[config.mk]
export PLATFORM = sky130hd
export DESIGN_NAME = standby_wakeup_command
export DESIGN_NICKNAME = d
export VERILOG_FILES = /design/src/inc/standby_pkg.sv /design/src/hdl/standby_wakeup_command.sv
export SDC_FILE = /design/constraint.sdc
export NUM_CORES = 1
export LEC_CHECK = 0
export CAP_MARGIN = 15
export CELL_PAD_IN_SITES_DETAIL_PLACEMENT = 0
export CELL_PAD_IN_SITES_GLOBAL_PLACEMENT = 2
export CORE_ASPECT_RATIO = 0.75
export CORE_MARGIN = 4
export CORE_UTILIZATION = 35
export CTS_BUF_LIST = sky130_fd_sc_hd__clkbuf_8
export DETAILED_ROUTE_END_ITERATION = 16
export DONT_BUFFER_PORTS = 1
export PLACE_DENSITY_LB_ADDON = 0.1
export SYNTH_ARGS = -nofsm -noshare
export SYNTH_HDL_FRONTEND = slang
export SYNTH_SLANG_ARGS = --single-unit
[constraint.sdc]
create_clock -name sys_clk -period 2.8 [get_ports sys_clk]
set_clock_uncertainty 0.1 [all_clocks]
set_input_delay 0.14 -clock sys_clk [delete_from_list [all_inputs] [get_ports sys_clk]]
set_output_delay 0.14 -clock sys_clk [all_outputs]
set_load 0.005 [all_outputs]
[src/inc/standby_pkg.sv]
/*
 Constants for the standby wake-up command block.
 Assumes a 40 MHz system clock; no bus, plain ports.
*/
package standby_pkg;
   // ---------------------------------------------
   // Configuration byte fields
   // ---------------------------------------------
   localparam int CFG_DEEP_BIT = 7;
   localparam int CFG_RSVD_BIT = 6;
   localparam int CFG_GPIO_HI = 5;
   localparam int CFG_GPIO_LO = 2;
   localparam int CFG_CNT_BIT = 1;
   localparam int CFG_RF_BIT = 0;
   // ---------------------------------------------
   // Counter limits in milliseconds
   // ---------------------------------------------
   localparam logic [15:0] MAX_MS_NORMAL = 16'h0A82;
   localparam logic [15:0] MAX_MS_DEEP = 16'h0FFF;
   // ---------------------------------------------
   // Status and reason codes
   // ---------------------------------------------
   localparam logic [7:0] STATUS_OK = 8'h00;
   localparam logic [7:0] STATUS_FAIL = 8'h01;
   localparam logic [7:0] REASON_NONE = 8'h00;
   localparam logic [7:0] REASON_DEEP_LOCKED = 8'h01;
   localparam logic [7:0] REASON_BAD_COUNT = 8'h02;
   // Wake source codes in wake event
   localparam logic [7:0] WAKE_GPIO = 8'h01;
   localparam logic [7:0] WAKE_COUNTER = 8'h02;
   localparam logic [7:0] WAKE_RF = 8'h04;
   localparam logic [7:0] WAKE_ABORT = 8'h08;
   // ---------------------------------------------
   // Timing: one millisecond tick
   // ---------------------------------------------
   localparam int CLK_HZ = 40000000;
   localparam int TICK_MS = 1;
   localparam int TICK_CYCLES = CLK_HZ / 1000 * TICK_MS;
   localparam logic [15:0] TICK_LAST = 16'(TICK_CYCLES - 1);
endpackage

[src/hdl/standby_wakeup_command.sv]
/*
 Standby wake-up command interpreter: takes config and counter bytes,
 answers a status byte, enters standby after the response is read,
 and raises wake or prevented events.
 Assumes the host interface layer presents bytes with a strobe and
 reports when the response has been fully read.
*/
// Summary of operation
// - Config bit 7 picks ultra-low-power standby, bits 5..2 enable GPIO-3..0 high wake in normal standby.
// - Bit 1 enables counter-expiry wake, bit 0 enables RF-field wake, counter always on in ultra-low-power.
// - The counter value is used only when counter wake is enabled, otherwise ignored.
// - Counter expiry always ends ultra-low-power standby and a host abort always ends normal standby.
// - Standby ends as soon as any configured wake source meets its condition.
// - The command answers one status byte, ok or fail when settings are wrong.
// - Standby is entered only after the host has fully read the response.
// - On wake and return to normal mode an event is sent to the host.
// - If standby is prevented a prevented event with a reason code is sent.
// - Ultra-low-power standby is refused when the persistent lowest-power card flag is set.
`timescale 1ns/1ps
module standby_wakeup_command
   import standby_pkg::*;
(
   input wire logic sys_clk,
   input wire logic sys_rst,
   input wire logic cmd_start,
   input wire logic byte_valid,
   input wire logic [7:0] byte_data,
   input wire logic resp_read_done,
   input wire logic card_emulation_lowest_power_flag,
   input wire logic [3:0] gpio_in,
   input wire logic rf_field,
   input wire logic host_interface_abort,
   output logic resp_valid,
   output logic [7:0] resp_status,
   output logic in_standby,
   output logic ultra_low_power,
   output logic wake_event,
   output logic prevented_event,
   output logic [7:0] event_code,
   output logic busy
);
   // ---------------------------------------------
   // State machine
   // ---------------------------------------------
   typedef enum logic [5:0] {
      ST_IDLE = 6'b000001,
      ST_CFG = 6'b000010,
      ST_LO = 6'b000100,
      ST_HI = 6'b001000,
      ST_RESP = 6'b010000,
      ST_SLEEP = 6'b100000
   } state_e;

   state_e state;
   logic [7:0] cfg;
   logic [15:0] count_ms;
   logic [15:0] tick_div;
   logic ms_tick;
   logic [15:0] ms_left;
   logic settings_ok;
   logic [7:0] fail_reason;
   logic deep_sel;
   logic cnt_en;
   logic [3:0] gpio_en;
   logic gpio_hit;
   logic cnt_hit;
   logic wake_now;
   logic [7:0] wake_src;

   function automatic logic [15:0] limit_for(input logic deep);
      return deep ? MAX_MS_DEEP : MAX_MS_NORMAL;
   endfunction

   assign deep_sel = cfg[CFG_DEEP_BIT];
   assign cnt_en = cfg[CFG_CNT_BIT] | deep_sel;
   assign gpio_en = deep_sel ? 4'h0 : cfg[CFG_GPIO_HI:CFG_GPIO_LO];

   // Settings check decides status and prevention
   always_comb begin
      settings_ok = 1'b1;
      fail_reason = REASON_NONE;
      if (deep_sel && card_emulation_lowest_power_flag) begin
         settings_ok = 1'b0;
         fail_reason = REASON_DEEP_LOCKED;
      end else if (cnt_en && (count_ms > limit_for(deep_sel))) begin
         settings_ok = 1'b0;
         fail_reason = REASON_BAD_COUNT;
      end
   end

   // ---------------------------------------------
   // Wake detection
   // ---------------------------------------------
   assign gpio_hit = |(gpio_en & gpio_in);
   assign cnt_hit = cnt_en && (ms_left == 16'h0000);
   always_comb begin
      wake_src = 8'h00;
      if (gpio_hit) begin
         wake_src = wake_src | WAKE_GPIO;
      end
      if (cnt_hit) begin
         wake_src = wake_src | WAKE_COUNTER;
      end
      if (cfg[CFG_RF_BIT] && rf_field) begin
         wake_src = wake_src | WAKE_RF;
      end
      if (!deep_sel && host_interface_abort) begin
         wake_src = wake_src | WAKE_ABORT;
      end
   end
   assign wake_now = (state == ST_SLEEP) && (wake_src != 8'h00);

   // ---------------------------------------------
   // Command sequencer
   // ---------------------------------------------
   always_ff @(posedge sys_clk) begin
      if (sys_rst) begin
         state <= ST_IDLE;
      end else begin
         case (state)
            ST_IDLE: begin
               if (cmd_start) begin
                  state <= ST_CFG;
               end
            end
            ST_CFG: begin
               if (byte_valid) begin
                  state <= ST_LO;
               end
            end
            ST_LO: begin
               if (byte_valid) begin
                  state <= ST_HI;
               end
            end
            ST_HI: begin
               if (byte_valid) begin
                  state <= ST_RESP;
               end
            end
            ST_RESP: begin
               if (resp_read_done) begin
                  state <= settings_ok ? ST_SLEEP : ST_IDLE;
               end
            end
            ST_SLEEP: begin
               if (wake_now) begin
                  state <= ST_IDLE;
               end
            end
            default: begin
               state <= ST_IDLE;
            end
         endcase
      end
   end

   // Parameter capture, counter little endian
   always_ff @(posedge sys_clk) begin
      if (sys_rst) begin
         cfg <= 8'h00;
         count_ms <= 16'h0000;
      end else if (byte_valid) begin
         if (state == ST_CFG) begin
            cfg <= byte_data;
         end else if (state == ST_LO) begin
            count_ms[7:0] <= byte_data;
         end else if (state == ST_HI) begin
            count_ms[15:8] <= byte_data;
         end
      end
   end

   // ---------------------------------------------
   // Millisecond wake-up counter
   // ---------------------------------------------
   assign ms_tick = (tick_div == TICK_LAST);
   always_ff @(posedge sys_clk) begin
      if (sys_rst || state != ST_SLEEP) begin
         tick_div <= 16'h0000;
      end else begin
         tick_div <= ms_tick ? 16'h0000 : tick_div + 16'h0001;
      end
   end

   always_ff @(posedge sys_clk) begin
      if (sys_rst) begin
         ms_left <= 16'hFFFF;
      end else if (state == ST_RESP) begin
         ms_left <= count_ms;
      end else if (state == ST_SLEEP && ms_tick && ms_left != 16'h0000) begin
         ms_left <= ms_left - 16'h0001;
      end
   end

   // ---------------------------------------------
   // Response and events
   // ---------------------------------------------
   assign resp_valid = (state == ST_RESP);
   assign in_standby = (state == ST_SLEEP);
   assign busy = (state != ST_IDLE);

   always_ff @(posedge sys_clk) begin
      if (sys_rst) begin
         resp_status <= STATUS_OK;
      end else if (state == ST_HI && byte_valid) begin
         resp_status <= STATUS_OK;
      end else if (state == ST_RESP) begin
         resp_status <= settings_ok ? STATUS_OK : STATUS_FAIL;
      end
   end

   always_ff @(posedge sys_clk) begin
      if (sys_rst) begin
         ultra_low_power <= 1'b0;
      end else if (state == ST_RESP && resp_read_done && settings_ok) begin
         ultra_low_power <= deep_sel;
      end else if (wake_now) begin
         ultra_low_power <= 1'b0;
      end
   end

   always_ff @(posedge sys_clk) begin
      if (sys_rst) begin
         wake_event <= 1'b0;
         prevented_event <= 1'b0;
         event_code <= 8'h00;
      end else begin
         wake_event <= wake_now;
         prevented_event <= (state == ST_RESP) && resp_read_done && !settings_ok;
         if (wake_now) begin
            event_code <= wake_src;
         end else if (state == ST_RESP && resp_read_done && !settings_ok) begin
            event_code <= fail_reason;
         end
      end
   end
endmodule

# Word-level counts from Yosys, hierarchy flattened
# Index checks and enable logic that the tools add are counted.
[totals] rom_bits=0 regBits=81 inputBits=20 latchBits=0 wordCells=86 ram_bits=0 mem_count=0
[op_classes] n_addsub=2 n_mux=25 eq_ne=15 shifts=0 bitwise=4 div=0 magnitude_cmp=1 multipliers=0 reduce_logical=28
[op_table] cell="6-bit 2-to-1 mux" count=7
[op_table] cell="6-bit one-hot mux with 6 select lines" count=1
[op_table] cell="16-bit 2-to-1 mux" count=2
[op_table] cell="8-bit 2-to-1 mux" count=3
[op_table] cell="16-bit by 1-bit adder with 16-bit output (second input constant)" count=1
[op_table] cell="16-bit equality test (second input constant)" count=1
[op_table] cell="16-bit by 12-bit > comparator with 1-bit output" count=1
[op_table] cell="16-bit logical NOT" count=1
[op_table] cell="16-bit nonzero test" count=1
[op_table] cell="16-bit by 1-bit subtractor with 16-bit output (second input constant)" count=1
[op_table] cell="1-bit logical AND" count=12
[op_table] cell="11-bit 2-to-1 mux" count=1
[op_table] cell="2-bit != test (second input constant)" count=5
[op_table] cell="4-bit 2-to-1 mux" count=2
[op_table] cell="8-bit nonzero test" count=1
[op_table] cell="6-bit by 1-bit equality test with 1-bit output (second input constant)" count=1
[op_table] cell="6-bit by 2-bit equality test with 1-bit output (second input constant)" count=1
[op_table] cell="6-bit by 3-bit equality test with 1-bit output (second input constant)" count=1
[op_table] cell="6-bit by 4-bit equality test with 1-bit output (second input constant)" count=1
[op_table] cell="6-bit by 5-bit equality test with 1-bit output (second input constant)" count=1
[op_table] cell="6-bit equality test (second input constant)" count=1
[op_table] cell="1-bit 2-to-1 mux" count=6
[op_table] cell="6-bit by 1-bit != test with 1-bit output (second input constant)" count=1
[op_table] cell="6-bit != test (second input constant)" count=1
[op_table] cell="other kinds (15)" count=21

# Depth between registers and ports, before layout
[logic_depth] ltp_word=11 depth_mapped=9 ltp_nobuf=8

# Worst setup path before layout
# Ideal clock, no wire load.
[synth_timing] path_kind="register to register" from="register tick_div[13]" to="register ms_left[11]" setup_time_ns=0.123 setup_slack_ns=0.511 n_path_buf=1 t_arrival_ns=2.066 path_stages_with_launch=8 path_cell_list="dfxtp_1 or4b_4 nor4_4 nand4b_2 or3_1 buf_2 nor3_2 mux2_1"
[synth_via] elab_chain_cells=4
[synth_rtl] element="from (decl)" line_no="standby_wakeup_command.sv:57" source="logic [15:0] tick_div;"
[synth_rtl] element="from (signal assigned)" line_no="standby_wakeup_command.sv:182" source="tick_div <= ms_tick ? 16'h0000 : tick_div + 16'h0001;"
[synth_rtl] element="16-bit equality test" line_no="standby_wakeup_command.sv:177" source="assign ms_tick = (tick_div == TICK_LAST);"
[synth_rtl] element="1-bit logical AND (2 in a row)" line_no="standby_wakeup_command.sv:191" source="end else if (state == ST_SLEEP && ms_tick && ms_left != 16'h0000) begin"
[synth_rtl] element="2-bit nonzero test (no line)"
[synth_rtl] element="to (signal assigned)" line_no="standby_wakeup_command.sv:190" source="ms_left <= count_ms;"
[synth_rtl] element="to (signal assigned)" line_no="standby_wakeup_command.sv:192" source="ms_left <= ms_left - 16'h0001;"
[synth_rtl] element="to (decl)" line_no="standby_wakeup_command.sv:59" source="logic [15:0] ms_left;"
# Every way passes these cells.
# A chain may end at the register's enable or synchronous reset.

# Worst setup path in the final report
[layout_timing] from="register tick_div[0]" to="register ms_left[11]"
# The elaborated chain is that of the path after synthesis.

==> impl_metrics.tcl <==
set metrics [dict create \
    cap_violations 0 \
    synth_top_area_frac 0.387 \
    drtIter0Drc 159 \
    cts.clk_slew.worst_paths_ps 70 \
    die_h_um 95.5 \
    viasPerCell 5.19 \
    gr-usage-met1 0.233 \
    synth_edf_count 0 \
    top_usage_layer "met2" \
    grt_pass1_vias 2805 \
    arrival_ps 2670 \
    worstMarginPinSlew_ps 720 \
    grt_use_total 0.165 \
    pwr-share-seq 0.505 \
    grt_first_pass_wirelength_um 15300 \
    ant_nets 0 \
    worst_slack_ps 266 \
    path_cells "ha_1, nand3_1, nor4_4, nand4b_2, or3_1, nor3_2, mux2_1" \
    yosys.area.top_type "dfxtp_1" \
    synth_ff_type "dfxtp_1" \
    use_met2 0.242 \
    rsz0062_at_grt "no" \
    outcome "complete, no violations" \
    yosysWarnings 0 \
    hold_buffers 14 \
    num-nets-final 450 \
    p_clk_frac 0.345 \
    synth.distinct_cells 63 \
    synthTopCellsByCount "dfxtp_1 (69), nor2_1 (55), nand2_1 (28)" \
    fmax_mhz 395 \
    critPathMaxStageDelay_ps 500 \
    cts_root_buf "clkbuf_8" \
    critPathCaptureType "register" \
    intPower_uw 1540 \
    grt_max_degree 62 \
    swShare 0.289 \
    grt_antenna_before_repair 0 \
    synth_seq_cells 69 \
    cts_buffer_depth 2 \
    hold_viol 0 \
    num_rows 31 \
    wl_per_cell_um 16.4 \
    post-cts-setup-buffer-count 0 \
    drc 0 \
    vias 2886 \
    place_ws_ps 262 \
    clkSinkCount 69 \
    met3_usage 0.0448 \
    startpoint_type "register" \
    cp_slowest_cell "or3_1" \
    cts_tree "built" \
    syn_inst 401 \
    required_ps 2940 \
    comb_power_share 0.149 \
    min_period_ps 2530 \
    drive_above_1_share 0.104 \
    slew_headroom 0.516 \
    p_per_area_nw_per_um2 536 \
    maxSlewViolCount 0 \
    area_growth_pct 13.0 \
    wl_um 9140 \
    hold_path.class "input port to register" \
    leakagePower_uw 0.00157 \
    initial_utilization 0.364 \
    core_um2 9810 \
    netlist_top_cells_area "dfxtp_1 (39%), mux2i_1 (6.7%), nor2_1 (5.8%), ha_1 (3.9%), a21oi_1 (3.2%)" \
    worstSkewPairLatency_ps 360 \
    cts_buffers 9 \
    grt_overflow_total 0 \
    seq_area_frac_synth 0.387 \
    crit_fanout 6 \
    fin_tns_setup_ps 0 \
    first_pass_iters 4 \
    async_flop_share 0 \
    setup_viol 0 \
    place_congestion 0.761 \
    yosysMostFrequentCell "dfxtp_1" \
    io_pins 42 \
    avgSynthCellArea_um2 8.91 \
    dieArea_um2 11900 \
    n_antenna_cell 0 \
    period_share 0.905 \
    cts_resized 0 \
    crit_type "register to register" \
    h-tree-depth 3 \
    p_switching_uw 626 \
    netlist_area_um2 3570 \
    hpwl_um 6950 \
    io_buffers 0 \
    die_w_um 125 \
    vdd_drop_max_mv 0.231 \
]
-- critical path, delay by kind of cell, from the launching register on --
kind          cells  cell delay (ps)
fa+ha+maj         1              210
simple gates      5             1420
flops             1              350
mux               1              340
-- placed cells by master (no fill, tap or decap), types with 3 or more instances in the layout --
cell type	instances
dfxtp_1	69
o211ai_1	10
conb_1	11
o21ai_0	10
nand3_1	11
buf_4	10
nor3_1	10
a21oi_1	23
nand4b_1	4
inv_1	12
nand4_1	6
and3_1	7
mux2i_1	24
or3_1	8
nor3b_1	4
or4_1	4
nand2_1	28
clkinv_2	3
ha_1	11
and2_1	3
nor2_1	55
nand3b_1	6
clkbuf_8	11
dlygate4sd3_1	13
xnor2_1	4
xor2_1	9
a211oi_1	6
nor4_1	5
-- cell type report --
class,instances,area [µm²]
well taps,132,165
repair buffers,24,233
multi-input cells,303,2030
clock inverters,5,26.3
inverters,12,45.0
clock buffers,11,151
flip-flops and latches,69,1380
fillers,1009,5780
-- worst paths after layout --
| path | startpoint | to | slack, ps | cells after the start |
|---|---|---|---|---|
| setup / recovery | tick_div[0] | ms_left[11] | 270 | 7 |
| hold / removal | sys_rst | event_code[1] | 20 | 2 |
| setup reg to reg | tick_div[0] | ms_left[11] | 270 | 7 |
| hold reg to reg | tick_div[0] | tick_div[0] | 340 | 1 |
-- metrics by stage --
step	util	std cells	area (µm²)	total power [µW]	hold WS, ps
floorplan	-	411	3610	1360	151
global placement	0.377	526	3700	1400	128
detailed placement	0.377	526	3700	1410	127
CTS	0.411	556	4040	2190	4.75
global route	0.411	556	4040	2290	23.7
finish	0.411	556	4040	2160	18.2
-- registers in the layout, indices dropped and copies added (netlist names) --
| signal | flops |
|---|---|
| state | 6 |
| resp_status | 1 |
| prevented_event | 1 |
| ultra_low_power | 1 |
| ms_left | 16 |
| tick_div | 16 |
| cfg | 7 |
| wake_event | 1 |
| event_code | 4 |
| count_ms | 16 |
-- cell families after synthesis --
family	Yosys count	share of synthesized area
AO/OA/AOI/OAI	72	0.143
XOR/XNOR	13	0.0319
adder cells (fa/ha/maj)	11	0.0385
buffers and inverters	39	0.0546
flip-flops	69	0.387
multiplexers	25	0.0704
other	1	0.00105
AND/OR/NAND/NOR	171	0.274
-- power groups by stage --
stage	Clock, µW	Combinational [µW]	Sequential (µW)
final	747	323	1090
after global routing	815	367	1100
after CTS	773	327	1090
after detailed placement	0	290	1120
after global placement	0	284	1110
after floorplan	0	270	1090
-- per-layer routing --
| layer | part of all wire | wire (µm) | vias to the layer above |
|---|---|---|---|
| li1 | - | - | 1471 |
| met1 | 0.52 | 4760 | 1358 |
| met2 | 0.42 | 3850 | 44 |
| met3 | 0.044 | 401 | 13 |
| met4 | 0.015 | 139 | 0 |
| met5 | 0 | 0 | - |
Note: power is estimated with default switching activity, not from simulation.
